**src/rtl/rx_filter_cs_map.svh**
```systemverilog
// Register map, field positions, reset values and timing constants of the receive control block
// How it works
// RULE_01: Bypass bit set routes receive path around the analog anti-alias filter.
// RULE_02: Software clears bypass below the baud threshold, sets it at or above.
// RULE_03: Two-bit field gives zero to three extra shifts of decimator input.
// RULE_04: Software uses shift zero for divisor field up to one, else one.
// RULE_05: Three-bit divisor field divides the decimation clock by value plus one.
// RULE_06: Carrier sense sets after one to four consecutive samples at or above level.
// RULE_07: Carrier sense is driven on the lock status pin.
// RULE_08: Carrier sense clears after one, or two if bit set, samples below level.
// RULE_09: Software sets the clear-count bit to one against noise.
// RULE_10: Loops freeze after gain change from channel switch, lock loss or power-up.
// RULE_11: Gain freeze codes zero to six give 16 to 48 filter clock periods.
// RULE_12: Gain freeze code seven holds loop levels frozen with no timeout.
// RULE_13: Extra freeze of 16, 32, 64 or 128 ADC clocks after those events.
// RULE_14: Software sets receive deviation to half or equal transmit deviation.
// RULE_15: Extra freeze is timed by the ADC clock, four times the IF.
// RULE_16: Reserved filter bits are written zero and ignored by the device.
// RULE_17: Carrier sense counters keep running on samples while loops are frozen.
`ifndef RX_FILTER_CS_MAP_SVH
`define RX_FILTER_CS_MAP_SVH
`define FILTER_CFG_INDEX 8'h10
`define CS_HOLD_CFG_INDEX 8'h11
`define STATUS_INDEX 8'h18
`define FILTER_CFG_ADDR 8'h40
`define CS_HOLD_CFG_ADDR 8'h44
`define STATUS_ADDR 8'h60
`define FILTER_CFG_RESET 8'h00
`define CS_HOLD_CFG_RESET 8'h65
`define FILTER_CFG_MASK 8'hE7
`define BYPASS_BIT 7
`define SHIFT_HI 6
`define SHIFT_LO 5
`define DIV_HI 2
`define DIV_LO 0
`define CS_SET_HI 7
`define CS_SET_LO 6
`define CS_CLR_BIT 5
`define WAIT_HI 4
`define WAIT_LO 2
`define XFRZ_HI 1
`define XFRZ_LO 0
`define WAIT_HOLD_CODE 3'h7
`define WAIT_LEN_0 8'h10
`define WAIT_LEN_1 8'h14
`define WAIT_LEN_2 8'h18
`define WAIT_LEN_3 8'h1C
`define WAIT_LEN_4 8'h20
`define WAIT_LEN_5 8'h28
`define WAIT_LEN_6 8'h30
`define XFRZ_LEN_0 8'h10
`define XFRZ_LEN_1 8'h20
`define XFRZ_LEN_2 8'h40
`define XFRZ_LEN_3 8'h80
`define ADC_CLK_NOMINAL_HZ 1228800
`endif

```
**src/rtl/rx_filter_cs_pkg.sv**
```systemverilog
// Types shared by the receive control block
package rx_filter_cs_pkg;
  typedef enum logic {
    bus_idle_st = 1'b0,
    bus_ack_st = 1'b1
  } bus_state_e;
  typedef enum logic [1:0] {
    tmr_idle_st = 2'b00,
    tmr_run_st = 2'b01,
    tmr_hold_st = 2'b10
  } tmr_state_e;
  typedef logic [7:0] count_t;
endpackage : rx_filter_cs_pkg

```
**src/rtl/freeze_if.sv**
```systemverilog
// Link between the control logic and one freeze timer
`timescale 1ns/1ns
interface freeze_if;
  logic start;
  logic tick;
  logic [7:0] len;
  logic hold_forever;
  logic active;
  modport ctrl (output start, output tick, output len, output hold_forever, input active);
  modport timer (input start, input tick, input len, input hold_forever, output active);
endinterface : freeze_if

```
**src/rtl/rx_filter_cs.sv**
```systemverilog
// Receive filter setup, carrier sense and loop freeze control with Avalon-MM registers
`timescale 1ns/1ns
`include "rx_filter_cs_map.svh"
module rx_filter_cs
  import rx_filter_cs_pkg::*;
#(
  parameter int SAMPLE_W = 12
) (
  input wire logic mclk,
  input wire logic rstn,
  input wire logic [7:0] avs_address,
  input wire logic avs_read,
  input wire logic avs_write,
  input wire logic [31:0] avs_writedata,
  output logic [31:0] avs_readdata,
  output logic avs_waitrequest,
  input wire logic filter_clk_tick,
  input wire logic adc_clk_tick,
  input wire logic dec_base_tick,
  input wire logic adc_valid,
  input wire logic [SAMPLE_W-1:0] adc_data,
  input wire logic mag_valid,
  input wire logic mag_at_or_above,
  input wire logic gain_changed,
  input wire logic freeze_event,
  output logic filter_bypass,
  output logic [1:0] decimator_input_shift,
  output logic decimation_clk,
  output logic dec_valid,
  output logic [SAMPLE_W+2:0] dec_data,
  output logic lock_pin,
  output logic loops_frozen
);
  // Register file and bus handshake
  bus_state_e bus_reg;
  bus_state_e bus_next;
  logic [7:0] filter_cfg_reg;
  logic [7:0] filter_cfg_next;
  logic [7:0] cs_hold_cfg_reg;
  logic [7:0] cs_hold_cfg_next;
  logic [31:0] rdata_reg;
  logic [31:0] rdata_next;
  logic wait_reg;
  logic wait_next;
  logic req;
  logic [7:0] status_val;

  // Decimation and shift path
  logic [2:0] div_cnt_reg;
  logic [2:0] div_cnt_next;
  logic dclk_reg;
  logic dclk_next;
  logic dvalid_reg;
  logic dvalid_next;
  logic [SAMPLE_W+2:0] ddata_reg;
  logic [SAMPLE_W+2:0] ddata_next;
  logic bypass_reg;
  logic bypass_next;
  logic [1:0] shift_reg;
  logic [1:0] shift_next;

  // Carrier sense
  logic cs_reg;
  logic cs_next;
  logic [1:0] above_cnt_reg;
  logic [1:0] above_cnt_next;
  logic below_cnt_reg;
  logic below_cnt_next;

  // Loop freeze
  logic frozen_reg;
  logic frozen_next;
  logic [2:0] wait_code;
  logic [1:0] xfrz_code;

  freeze_if gain_fz ();
  freeze_if extra_fz ();

  assign req = avs_read | avs_write;
  assign wait_code = cs_hold_cfg_reg[`WAIT_HI:`WAIT_LO];
  assign xfrz_code = cs_hold_cfg_reg[`XFRZ_HI:`XFRZ_LO];
  assign status_val = {6'h00, frozen_reg, cs_reg};

  always_comb begin
    bus_next = bus_reg;
    filter_cfg_next = filter_cfg_reg;
    cs_hold_cfg_next = cs_hold_cfg_reg;
    rdata_next = rdata_reg;
    wait_next = 1'b1;
    case (bus_reg)
      bus_idle_st: begin
        if (req) begin
          // Answer one cycle after the request is seen
          bus_next = bus_ack_st;
          wait_next = 1'b0;
          case (avs_address)
            `FILTER_CFG_ADDR: begin
              rdata_next = {24'h000000, filter_cfg_reg};
            end
            `CS_HOLD_CFG_ADDR: begin
              rdata_next = {24'h000000, cs_hold_cfg_reg};
            end
            `STATUS_ADDR: begin
              rdata_next = {24'h000000, status_val};
            end
            default: begin
              rdata_next = 32'h00000000;
            end
          endcase
        end
      end
      bus_ack_st: begin
        // Write lands on the edge where waitrequest is seen low
        bus_next = bus_idle_st;
        if (avs_write) begin
          case (avs_address)
            `FILTER_CFG_ADDR: begin
              // Reserved bits are dropped, so they read as zero
              filter_cfg_next = avs_writedata[7:0] & `FILTER_CFG_MASK; // see RULE_16
            end
            `CS_HOLD_CFG_ADDR: begin
              cs_hold_cfg_next = avs_writedata[7:0];
            end
            default: begin
              filter_cfg_next = filter_cfg_reg;
            end
          endcase
        end
      end
      default: begin
        bus_next = bus_idle_st;
      end
    endcase
  end

  always_ff @(posedge mclk or negedge rstn) begin
    if (!rstn) begin
      bus_reg <= bus_idle_st;
      filter_cfg_reg <= `FILTER_CFG_RESET;
      cs_hold_cfg_reg <= `CS_HOLD_CFG_RESET;
      rdata_reg <= 32'h00000000;
      wait_reg <= 1'b1;
    end else begin
      bus_reg <= bus_next;
      filter_cfg_reg <= filter_cfg_next;
      cs_hold_cfg_reg <= cs_hold_cfg_next;
      rdata_reg <= rdata_next;
      wait_reg <= wait_next;
    end
  end

  // Decimation clock, input shift and analog filter bypass
  always_comb begin
    div_cnt_next = div_cnt_reg;
    dclk_next = 1'b0;
    if (dec_base_tick) begin
      if (div_cnt_reg >= filter_cfg_reg[`DIV_HI:`DIV_LO]) begin
        // Divide by field value plus one
        div_cnt_next = 3'h0; // see RULE_05
        dclk_next = 1'b1; // see RULE_05
      end else begin
        div_cnt_next = div_cnt_reg + 3'h1;
      end
    end
    bypass_next = filter_cfg_reg[`BYPASS_BIT]; // see RULE_01
    shift_next = filter_cfg_reg[`SHIFT_HI:`SHIFT_LO];
    dvalid_next = adc_valid;
    ddata_next = ddata_reg;
    if (adc_valid) begin
      // Output is three bits wider so the largest shift never loses bits
      // Registered field used, so data matches the shift shown in the cycle the sample arrived
      ddata_next = {3'h0, adc_data} << shift_reg; // see RULE_03
    end
  end

  always_ff @(posedge mclk or negedge rstn) begin
    if (!rstn) begin
      div_cnt_reg <= 3'h0;
      dclk_reg <= 1'b0;
      bypass_reg <= 1'b0;
      shift_reg <= 2'h0;
      dvalid_reg <= 1'b0;
      ddata_reg <= '0;
    end else begin
      div_cnt_reg <= div_cnt_next;
      dclk_reg <= dclk_next;
      bypass_reg <= bypass_next;
      shift_reg <= shift_next;
      dvalid_reg <= dvalid_next;
      ddata_reg <= ddata_next;
    end
  end

  // Carrier sense runs regardless of the freeze state
  always_comb begin
    cs_next = cs_reg;
    above_cnt_next = above_cnt_reg;
    below_cnt_next = below_cnt_reg;
    if (mag_valid) begin // see RULE_17
      if (mag_at_or_above) begin
        below_cnt_next = 1'b0;
        if (!cs_reg) begin
          if (above_cnt_reg >= cs_hold_cfg_reg[`CS_SET_HI:`CS_SET_LO]) begin
            cs_next = 1'b1; // see RULE_06
            above_cnt_next = 2'h0;
          end else begin
            above_cnt_next = above_cnt_reg + 2'h1;
          end
        end
      end else begin
        above_cnt_next = 2'h0;
        if (cs_reg) begin
          if (!cs_hold_cfg_reg[`CS_CLR_BIT] || below_cnt_reg) begin
            cs_next = 1'b0; // see RULE_08
            below_cnt_next = 1'b0;
          end else begin
            below_cnt_next = 1'b1;
          end
        end
      end
    end
  end

  always_ff @(posedge mclk or negedge rstn) begin
    if (!rstn) begin
      cs_reg <= 1'b0;
      above_cnt_reg <= 2'h0;
      below_cnt_reg <= 1'b0;
    end else begin
      cs_reg <= cs_next;
      above_cnt_reg <= above_cnt_next;
      below_cnt_reg <= below_cnt_next;
    end
  end

  // Gain change freeze on filter clock periods
  always_comb begin
    gain_fz.start = gain_changed; // see RULE_10
    gain_fz.tick = filter_clk_tick;
    gain_fz.hold_forever = (wait_code == `WAIT_HOLD_CODE); // see RULE_12
    case (wait_code) // see RULE_11
      3'h0: gain_fz.len = `WAIT_LEN_0;
      3'h1: gain_fz.len = `WAIT_LEN_1;
      3'h2: gain_fz.len = `WAIT_LEN_2;
      3'h3: gain_fz.len = `WAIT_LEN_3;
      3'h4: gain_fz.len = `WAIT_LEN_4;
      3'h5: gain_fz.len = `WAIT_LEN_5;
      3'h6: gain_fz.len = `WAIT_LEN_6;
      default: gain_fz.len = `WAIT_LEN_6;
    endcase
  end

  // Extra freeze on ADC clock periods; tick rate is set outside, nominally ADC_CLK_NOMINAL_HZ
  always_comb begin
    extra_fz.start = freeze_event; // see RULE_10
    extra_fz.tick = adc_clk_tick; // see RULE_15
    extra_fz.hold_forever = 1'b0;
    case (xfrz_code) // see RULE_13
      2'h0: extra_fz.len = `XFRZ_LEN_0;
      2'h1: extra_fz.len = `XFRZ_LEN_1;
      2'h2: extra_fz.len = `XFRZ_LEN_2;
      default: extra_fz.len = `XFRZ_LEN_3;
    endcase
  end

  freeze_timer u_gain_timer (
    .mclk(mclk),
    .rstn(rstn),
    .fz(gain_fz.timer)
  );

  freeze_timer u_extra_timer (
    .mclk(mclk),
    .rstn(rstn),
    .fz(extra_fz.timer)
  );

  always_comb begin
    frozen_next = gain_fz.active | extra_fz.active; // see RULE_10
  end

  always_ff @(posedge mclk or negedge rstn) begin
    if (!rstn) begin
      frozen_reg <= 1'b0;
    end else begin
      frozen_reg <= frozen_next;
    end
  end

  assign avs_readdata = rdata_reg;
  assign avs_waitrequest = wait_reg;
  assign filter_bypass = bypass_reg;
  assign decimator_input_shift = shift_reg;
  assign decimation_clk = dclk_reg;
  assign dec_valid = dvalid_reg;
  assign dec_data = ddata_reg;
  // Pin mirrors the carrier sense flop directly
  assign lock_pin = cs_reg; // see RULE_07
  assign loops_frozen = frozen_reg;
endmodule : rx_filter_cs

```
**src/rtl/freeze_timer.sv**
```systemverilog
// Countdown timer that holds the loop freeze for a set number of ticks
`timescale 1ns/1ns
module freeze_timer
  import rx_filter_cs_pkg::*;
(
  input wire logic mclk,
  input wire logic rstn,
  freeze_if.timer fz
);
  tmr_state_e state_reg;
  tmr_state_e state_next;
  count_t cnt_reg;
  count_t cnt_next;
  logic active_reg;
  logic active_next;

  always_comb begin
    state_next = state_reg;
    cnt_next = cnt_reg;
    if (fz.hold_forever) begin
      state_next = tmr_hold_st;
    end else begin
      case (state_reg)
        tmr_idle_st: begin
          if (fz.start) begin
            state_next = tmr_run_st;
            cnt_next = fz.len;
          end
        end
        tmr_run_st: begin
          if (fz.start) begin
            // Fresh event restarts the full length
            cnt_next = fz.len;
          end else if (fz.tick) begin
            cnt_next = cnt_reg - 8'h01;
            if (cnt_reg <= 8'h01) begin
              state_next = tmr_idle_st;
            end
          end
        end
        tmr_hold_st: begin
          state_next = tmr_idle_st;
        end
        default: begin
          state_next = tmr_idle_st;
        end
      endcase
    end
    active_next = (state_next != tmr_idle_st);
  end

  always_ff @(posedge mclk or negedge rstn) begin
    if (!rstn) begin
      state_reg <= tmr_idle_st;
      cnt_reg <= 8'h00;
      active_reg <= 1'b0;
    end else begin
      state_reg <= state_next;
      cnt_reg <= cnt_next;
      active_reg <= active_next;
    end
  end

  assign fz.active = active_reg;
endmodule : freeze_timer

```
**config.mk**
```make
export PLATFORM = sky130hd
export DESIGN_NAME = rx_filter_cs
export DESIGN_NICKNAME = d
export VERILOG_FILES = /design/src/rtl/rx_filter_cs_pkg.sv /design/src/rtl/freeze_if.sv /design/src/rtl/rx_filter_cs.sv /design/src/rtl/freeze_timer.sv
export VERILOG_INCLUDE_DIRS = /design/src /design/src/rtl
export SDC_FILE = /design/constraint.sdc
export NUM_CORES = 1
export LEC_CHECK = 0
export BUFFER_PORTS_ARGS = -buffer_cell sky130_fd_sc_hd__buf_2
export CORE_MARGIN = 2
export CORE_UTILIZATION = 32
export CTS_CLUSTER_SIZE = 10
export DETAILED_ROUTE_END_ITERATION = 6
export HOLD_SLACK_MARGIN = 0.03
export SYNTH_ARGS = -nofsm -noshare
export SYNTH_HDL_FRONTEND = slang
export SYNTH_SLANG_ARGS = --single-unit
```
**constraint.sdc**
```tcl
create_clock -name mclk -period 4.7 [get_ports mclk]
set_input_delay 0.94 -clock mclk [delete_from_list [all_inputs] [get_ports mclk]]
set_output_delay 0.94 -clock mclk [all_outputs]
set_load 0.01 [all_outputs]
```
==> results of run 1 <==
-- final cells by class --
class,count,area [um2]
clock buffers,13,260
repair buffers,72,365
inverters,24,90.1
flip-flops and latches,74,1860
well taps,147,184
fillers,1167,7360
multi-input cells,267,1780
clock inverters,3,15.0
-- layer usage --
metal | wire length, um | up-vias | share of wire, % | GRT usage [%]
li1 | - | 1441 | - | -
met1 | 3900 | 1484 | 47 | 16.8
met2 | 3820 | 89 | 46 | 21.2
met3 | 474 | 8 | 5.7 | 3.76
met4 | 62 | 0 | 0.75 | 3.25
met5 | 0 | - | 0 | 0
-- cells in the mapped netlist, types with 3 or more instances --
cell type   n  share of area [%]
mux2_2     26                7.5
a21oi_1    23                3.0
o21bai_1    3               0.58
nor2_1     17                1.6
buf_4      24                4.6
dfstp_2     5                3.4
mux2i_1    11                2.8
a21o_1      4               0.77
and3_1      3               0.48
o21ai_0    36                4.6
nand2_1    25                2.4
a31oi_1     6               0.97
ha_1       10                3.2
nor3_1      8                1.0
clkbuf_1   14                1.4
o22ai_1     3               0.48
mux4_2      3                1.7
nand4_1     4               0.64
nor3b_1     4               0.77
nor2b_1     3               0.48
nand2b_1    6               0.97
nand3_1     7               0.90
dfrtp_1    69                 44
nor4_1      6               0.97
a211oi_1    3               0.58
inv_1      24                2.3
-- where the power goes --
part | internal, mW | switching [mW] | leakage, nW
sequential | 0.680 | 0.0435 | 0.941
clock | 0.383 | 0.244 | 0.139
combinational | 0.0860 | 0.121 | 1.02
total | 1.15 | 0.409 | 2.10
-- worst max-delay path by stage --
| stage | end | slack (ps) | depth (start not counted) |
|---|---|---|---|
| floorplan | filter_cfg_reg[0] | 2110 | 4 |
| global placement | filter_cfg_reg[6] | 1890 | 5 |
| detailed placement | filter_cfg_reg[6] | 1870 | 5 |
| CTS | filter_cfg_reg[1] | 2220 | 5 |
| global route | filter_cfg_reg[2] | 2160 | 5 |
| finish | filter_cfg_reg[1] | 2210 | 5 |
-- worst max-delay path, stage by stage --
cell and delay (ps):
buf_2 100, or4_4 520, or3_4 380, nor3_4 370, mux2_2 380
-- cells by family after synthesis --
family,Yosys count,share of synthesized area [%]
compound gates,92,14.0
simple gates,100,14.1
flops,74,47.8
fa+ha+maj,10,3.22
buf+inv,65,8.63
other cells,1,0.0965
mux,40,12.1
==> summary.txt, run 1 <==
Run status
  • Outcome: complete, no violations

Final layout
  • Largest register FFs: 15
  • Final core utilization: 38.2%
  • Inserted Diodes: 0
  • Syn-to-layout area delta: 17.2%
  • Ratio of cells with drive above 1 in the final layout: 28.3%
  • Post-route cell area: 4550 um2
  • Commonest non-fill, non-tap cell in the layout: buf_2
  • Final non-filler cell total: 600
  • Fin nets: 522
  • Most frequent cells in the layout: 70 x buf_2, 69 x dfrtp_1, 36 x o21ai_0

Pwr
  • Total power: 1.56 mW
  • Leakage power total: 2.10 nW
  • Pwr dens: 342 nW/um2
  • Peak supply drop: 0.243 mV

Clock network
  • Clock buffer count from CTS: 9
  • PostCTS Resize Cnt: 0
  • Later-pin clock latency in the skew report: 330 ps
  • Post-CTS setup buffers: 0
  • Hold Buf Count CTS: 0
  • CTS tree: done
  • Max Root-Sink Buffers: 2
  • # H-tree levels: 3
  • Sink Count: 74
  • Root Buffer: clkbuf_16
  • Worst-path clk slew: 50 ps

Logic synthesis
  • Sequential area share after synthesis: 47.8%
  • Synthesized area per cell: 10.2 um2
  • Syn Std Cell Area: 3880 um2
  • Post-synth EDFFs: 0
  • Synthesized flop and latch total: 74
  • Most used DFF post-synth: dfrtp_1
  • Async SR Flop Fraction: 100%
  • Post-Synthesis Cells: 382
  • Synthesis Warnings: 0
  • Synth unique cells: 51

Global routing
  • Gr ovfl total: 0
  • Initial antenna violation count: 0
  • Largest net degree at the start of global routing: 43
  • First-pass GRT wire length: 13.5 mm
  • Vias in the first global route: 2864
  • Gr usage total: 12.9%

Drt
  • Via-per-instance ratio: 5.04
  • Routed len/inst: 13.8 um
  • DR vias: 3022
  • Antenna-violating nets left: 0
  • DRT Wirelength: 8.26 mm
  • Iteration-0 DRC Markers: 189
  • # DRC: 0
  • DRT Pass-1 Iters: 4

Worst setup path
  • Worst Setup SP: avs_address[1]
  • Register-to-Register Path Depth: 2
  • Critical Path Sink Type: flop
  • CP Class: input pin to flop
  • Worst EP required: 4910 ps
  • Peak fanout along the critical path: 6
  • FF-to-FF End: dec_data[7]
  • Worst r2r src: decimator_input_shift[0]
  • Critical path arrival: 2690 ps
  • Worst R2R Setup Slack: 2860 ps
  • Worst setup SP type: input pin

Floorplan
  • Die area: 13000 um2
  • I/O pin count: 119
  • Starting Density: 32.6%
  • Die extent in y: 114 um
  • Floorplan core area: 11900 um2
  • Cell row count: 40
  • Die X: 114 um

Timing
  • Maximum clock rate: 0.402 GHz
  • Final Hold Viols: 0
  • Max-Slew Margin vs Limit: 38.1%
  • Final worst path period share: 52.9%
  • Setup TNS: 0 ps
  • RSZ-0062 raised after global routing: false
  • Slew @ Worst Pin: 929 ps
  • Hold Slack: 396 ps
  • Fin crit period: 2490 ps
  • Setup Skew: 5.31 ps
  • Final worst slack: 2210 ps
  • Slew Limit Fails: 0
  • # setup viols final: 0

Placement
  • Placement Setup Slack: 1870 ps
  • Placed instance count: 584
  • Placed cell areas: 4280 um2
  • Placer Congestion: 0.818
  • Port Buffers: 70
  • Post-DP HPWL: 6.04 mm

Hold path
  • Hold-critical path endpoint: decimator_input_shift[1]
  • Hold Path Cell Cnt: 0
  • Hold WC Path Type: flop to flop
  • Hold Crit Start: filter_cfg_reg[6]

Flow run
  • Max Cap Viol: 0
No activity file was read; power rests on OpenSTA's default activity.
==> run 2, diff against run 1 <==
==> constraint.sdc (replaced) <==
create_clock -name mclk -period 2.2 [get_ports mclk]
set_input_delay 0.44 -clock mclk [delete_from_list [all_inputs] [get_ports mclk]]
set_output_delay 0.44 -clock mclk [all_outputs]
set_load 0.01 [all_outputs]
==> summary.txt, run 2 (synthesis gave the netlist of run 1 again) <==
Run status
  • Outcome: complete, no violations

Worst setup path
  • CP top delay family: compound AO/OA/AOI/OAI gates
  • Critical path arrival: 2270 ps (-420 ps)
  • Critical Path Sink Type: flop
  • Buf/Inv on CP: 0 (-1)
  • CP Class: flop to flop
  • Crit path cell chain: ha_1 -> nand2b_1 -> a2111oi_0 -> nand4b_1 -> nand3_1
  • Delay of the slowest cell on the worst path: 660 ps (+140 ps)
  • Worst EP required: 2470 ps (-2440 ps)
  • Worst R2R Setup Slack: 200 ps (-2660 ps)
  • Worst setup SP type: flop
  • Slowest cell on crit path: a2111oi_0
  • Peak fanout along the critical path: 3 (-3)

Final layout
  • Most frequent cells in the layout: 70 x buf_2, 69 x dfrtp_1, 36 x o21ai_0
  • Fill count: 1177 (+0.86%)
  • Final core utilization: 39.5% (+1.3 points)
  • Commonest non-fill, non-tap cell in the layout: buf_2
  • Post-route cell area: 4700 um2 (+3.3%)
  • Inserted Diodes: 0 (unchanged)
  • Ratio of cells with drive above 1 in the final layout: 29.5% (+1.2 points)
  • Fin nets: 527 (+0.96%)
  • Syn-to-layout area delta: 21.1%
  • Largest register FFs: 15 (unchanged)

Placement
  • Post-DP HPWL: 6.06 mm (+0.34%)
  • Placed cell areas: 4330 um2 (+1.2%)
  • Port Buffers: 70 (unchanged)
  • Placer Congestion: 0.828 (+1.2%)

Clock network
  • # H-tree levels: 3 (unchanged)
  • Clock buffer count from CTS: 9 (unchanged)
  • CTS tree: done
  • Sink Count: 74 (unchanged)
  • Later-pin clock latency in the skew report: 340 ps (about the same)
  • Root Buffer: clkbuf_16
  • Hold Buf Count CTS: 0 (unchanged)
  • Post-CTS setup buffers: 0 (unchanged)
  • Worst-path clk slew: 60 ps (about the same)
  • PostCTS Resize Cnt: 0 (unchanged)
  • Max Root-Sink Buffers: 2 (unchanged)

Pwr
  • Leakage power total: 2.17 nW (+3.3%)
  • Peak supply drop: 0.498 mV (+100%)
  • Pwr dens: 814 nW/um2 (+140%)

Drt
  • Antenna-violating nets left: 0 (unchanged)
  • Via-per-instance ratio: 4.99 (-0.96%)
  • DR vias: 3018 (-0.13%)
  • Iteration-0 DRC Markers: 234 (+24%)
  • # DRC: 0 (unchanged)
  • Routed len/inst: 13.8 um (+0.23%)
  • DRT Pass-1 Iters: 4 (unchanged)
  • DRT Wirelength: 8.35 mm (+1.1%)

Timing
  • Final Hold Viols: 0 (unchanged)
  • Hold Slack: 53.4 ps (-343 ps)
  • Slew @ Worst Pin: 788 ps (-141 ps)
  • Max-Slew Margin vs Limit: 47.5% (+9.4 points)
  • # setup viols final: 0 (unchanged)
  • Final worst path period share: 90.8%
  • Maximum clock rate: 0.500 GHz
  • Fin crit period: 2000 ps
  • Setup Skew: 7.89 ps (+2.58 ps)
  • Slew Limit Fails: 0 (unchanged)
  • RSZ-0062 raised after global routing: false
  • Setup TNS: 0 ps (unchanged)

Floorplan
  • Die area: 13000 um2 (unchanged)
  • Floorplan core area: 11900 um2 (unchanged)
  • Cell row count: 40 (unchanged)
  • Starting Density: 32.6% (unchanged)
  • I/O pin count: 119 (unchanged)
  • Die extent in y: 114 um (unchanged)
  • Die X: 114 um (unchanged)

Global routing
  • Vias in the first global route: 2902 (+1.3%)
  • Gr ovfl total: 0 (unchanged)
  • Initial antenna violation count: 0 (unchanged)
  • Gr usage total: 13.4% (+0.43 points)
  • Largest net degree at the start of global routing: 41 (-4.7%)
  • First-pass GRT wire length: 13.8 mm (+2.0%)

Hold path
  • Hold WC Path Type: input pin to async pin

Flow run
  • Max Cap Viol: 0 (unchanged)
## run 2: changes by cell type in the layout (fill, tap and decap cells not counted), sizes merged
cell and change:
bufinv +4, clkbuf -3, clkinv -3, buf +5, inv +1, clkinvlp +1
## run 2: metrics by stage
stage | cells | power [mW] | worst slack [ps]
global placement | 589 | 2.00 | -37.3
finish | 605 | 3.83 | 202
CTS | 605 | 3.88 | 242
detailed placement | 589 | 2.02 | -66.4
floorplan | 406 | 1.86 | 115
global route | 605 | 4.01 | 103
## run 2: final cells by class
cell class,count,area [um2],share of cell area [%]
tap,147,184,3.91
timing repair buffer,77,415,8.83
clock inverter,6,136,2.90
clock buffer,10,239,5.08
sequential,74,1860,39.5
multi-input combinational,267,1780,37.9
inverter,24,90.1,1.91
## run 2: path summary, 6_finish.rpt
check | from | endpoint | depth (start not counted)
setup / recovery | cs_hold_cfg_reg[6] | above_cnt_reg[1] | 5
hold / removal | rstn | dec_data[6] | 1
setup reg to reg | cs_hold_cfg_reg[6] | above_cnt_reg[1] | 5
hold reg to reg | filter_cfg_reg[6] | decimator_input_shift[1] | 0
max in group asynchronous | rstn | cs_hold_cfg_reg[0] | 2
min in group mclk | avs_writedata[3] | cs_hold_cfg_reg[3] | 2
## run 2: report_power, final
part           switching, mW  leakage, nW  internal [mW]
Sequential            0.0937        0.941           1.45
Combinational          0.262         1.05          0.192
Clock                  0.571        0.179           1.26
## run 2: routing by layer
metal / up-vias / wire length [um] / part of all wire [%] / track usage, %
li1: 1456 / - / - / -
met1: 1457 / 3920 / 47 / 17.6
met2: 95 / 3860 / 46 / 21.2
met3: 10 / 465 / 5.6 / 3.86
met4: 0 / 99 / 1.2 / 4.39
met5: - / 0 / 0 / 0
==> run 3, diff against run 2 <==
--- a/config.mk
+++ b/config.mk
@@ -11,7 +11,9 @@
 export CORE_UTILIZATION = 32
 export CTS_CLUSTER_SIZE = 10
 export DETAILED_ROUTE_END_ITERATION = 6
+export GPL_ROUTABILITY_DRIVEN = 0
 export HOLD_SLACK_MARGIN = 0.03
+export SLEW_MARGIN = 15
 export SYNTH_ARGS = -nofsm -noshare
 export SYNTH_HDL_FRONTEND = slang
 export SYNTH_SLANG_ARGS = --single-unit
==> constraint.sdc (replaced) <==
create_clock -name mclk -period 2.2 [get_ports mclk]
set_input_delay 0.33 -clock mclk [delete_from_list [all_inputs] [get_ports mclk]]
set_output_delay 0.33 -clock mclk [all_outputs]
set_load 0.01 [all_outputs]
==> summary.txt, run 3 (synthesis gave the netlist of run 1 again) <==
Worst setup path
  • Critical path arrival: 2140 ps (-130 ps)
  • Peak fanout along the critical path: 3 (unchanged)
  • Worst EP required: 2460 ps (about the same)
  • CP Class: flop to flop
  • Critical Path Sink Type: flop
  • Worst setup SP type: flop

Hold path
  • Hold WC Path Type: input pin to async pin

Drt
  • DR vias: 2990 (-0.93%)
  • Antenna-violating nets left: 0 (unchanged)
  • # DRC: 0 (unchanged)
  • Routed len/inst: 13.3 um (-3.5%)
  • DRT Wirelength: 8.07 mm (-3.3%)
  • DRT Pass-1 Iters: 4 (unchanged)
  • Iteration-0 DRC Markers: 180 (-23%)
  • Via-per-instance ratio: 4.93 (-1.1%)

Floorplan
  • Cell row count: 40 (unchanged)
  • Die X: 114 um (unchanged)
  • Die area: 13000 um2 (unchanged)
  • I/O pin count: 119 (unchanged)
  • Floorplan core area: 11900 um2 (unchanged)
  • Starting Density: 32.6% (unchanged)
  • Die extent in y: 114 um (unchanged)

Pwr
  • Clk pwr share: 40.7% (-7.1 points)
  • P_int: 2.50 mW (-14%)
  • Flop pwr share: 45.9% (+5.5 points)
  • Sw Share: 25.9% (+1.7 points)
  • Pwr dens: 730 nW/um2 (-10%)
  • Peak supply drop: 0.369 mV (-26%)
  • NetSw: 0.871 mW (-6.0%)
  • Combinational share of power: 13.4% (+1.5 points)
  • Leakage power total: 2.13 nW (-1.9%)

Global routing
  • Largest net degree at the start of global routing: 75 (+83%)
  • Busiest layer in global routing: met2
  • Initial antenna violation count: 1 (+1)
  • Gr usage total: 12.7% (-0.67 points)
  • M3 GR Usage: 4.29% (+0.42 points)
  • Vias in the first global route: 2822 (-2.8%)
  • First-pass GRT wire length: 13.3 mm (-3.8%)
  • Gr ovfl total: 0 (unchanged)
  • M2 GR Usage: 20.8% (-0.48 points)
  • M1 GR Usage: 15.9% (-1.7 points)

Clock network
  • Sink Count: 74 (unchanged)
  • # H-tree levels: 3 (unchanged)
  • PostCTS Resize Cnt: 0 (unchanged)
  • Post-CTS setup buffers: 0 (unchanged)
  • Later-pin clock latency in the skew report: 330 ps (about the same)
  • Worst-path clk slew: 50 ps (about the same)
  • Max Root-Sink Buffers: 2 (unchanged)
  • Clock buffer count from CTS: 9 (unchanged)
  • Root Buffer: clkbuf_16
  • CTS tree: done
  • Hold Buf Count CTS: 0 (unchanged)

Timing
  • Final Hold Viols: 0 (unchanged)
  • Maximum clock rate: 0.530 GHz (+6.0%)
  • Fin crit period: 1890 ps (-113 ps)
  • Max-Slew Margin vs Limit: 48.2% (+0.71 points)
  • RSZ-0062 raised after global routing: false
  • Setup Skew: 6.38 ps (-1.50 ps)
  • Final worst path period share: 85.7% (-5.1 points)
  • Slew @ Worst Pin: 777 ps (-10.6 ps)
  • # setup viols final: 0 (unchanged)
  • Slew Limit Fails: 0 (unchanged)
  • Final worst slack: 315 ps (+113 ps)
  • Setup TNS: 0 ps (unchanged)

Placement
  • Placed cell areas: 4320 um2 (-0.17%)
  • Post-DP HPWL: 5.93 mm (-2.2%)
  • Placement Setup Slack: 68.1 ps (+135 ps)
  • Port Buffers: 70 (unchanged)

Final layout
  • Multi-input gate area: 1780 um2 (unchanged)
  • Post-route cell area: 4610 um2 (-2.0%)
  • Commonest non-fill, non-tap cell in the layout: buf_2
  • Seq. cell area: 1860 um2 (unchanged)
  • Most frequent cells in the layout: 70 x buf_2, 69 x dfrtp_1, 36 x o21ai_0
  • Fin nets: 526 (-0.19%)
  • Ratio of cells with drive above 1 in the final layout: 28.9% (-0.59 points)
  • Syn-to-layout area delta: 18.7%
  • Largest register FFs: 15 (unchanged)
  • Fill count: 1191 (+1.2%)

Flow run
  • Max Cap Viol: 0 (unchanged)

Run status
  • Outcome: complete, no violations
run 3: changes by cell type in the layout (fill, tap and decap cells not counted):
cell	delta
clkinvlp_4	-1
clkinv_2	+2
inv_6	-1
bufinv_16	-4
clkbuf_1	+2
diode_2	+2
clkbuf_8	+2
buf_4	-1
run 3: layer usage:
layer / vias to the layer above / share of wire, %
li1: 1455 / -
met2: 84 / 46
met5: - / 0
met1: 1440 / 47
met3: 11 / 6.3
met4: 0 / 1.0
run 3: critical path: stages (launching register included):
cell       delay [ps]
dfstp_2           550
ha_1              220
nand2b_1          170
a2111oi_0         570
nand4b_1          180
nand3_1           130
run 3: power by group through the flow:
stage	Sequential [mW]	Combinational, mW	Clock [mW]
4_1_cts	1.54	0.453	1.42
6_report	1.55	0.450	1.37
3_5_place_dp	1.57	0.452	0
3_3_place_gp	1.56	0.439	0
2_1_floorplan	1.55	0.307	0
5_1_grt	1.56	0.508	1.48
run 3: area by class of cell:
type                    count  area share, %
flip-flops and latches     74           40.3
clock buffers              14           5.94
diodes                      2          0.109
multi-input cells         267           38.6
inverters                  24           1.95
repair buffers             76           8.85
well taps                 147           3.99
clock inverters             2          0.217
run 3: stage by stage:
stage,utilization [%],power (mW),hold WS (ps),cells
after detailed placement,36.3,2.02,391,588
after CTS,38.7,3.42,43.4,604
final,38.7,3.37,20.5,606
after floorplan,-,1.86,34.4,406
after global routing,38.7,3.55,76.7,604
after global placement,36.3,2.00,387,588
run 3: worst paths after layout:
check	from	endpoint	slack (ps)	depth (start not counted)
setup / recovery	cs_hold_cfg_reg[6]	above_cnt_reg[1]	310	5
hold / removal	rstn	above_cnt_reg[0]	20	2
setup reg to reg	cs_hold_cfg_reg[6]	above_cnt_reg[1]	310	5
hold reg to reg	filter_cfg_reg[7]	filter_bypass	400	0
max in group asynchronous	rstn	cs_hold_cfg_reg[5]	1820	2
min in group mclk	avs_writedata[4]	cs_hold_cfg_reg[4]	240	2
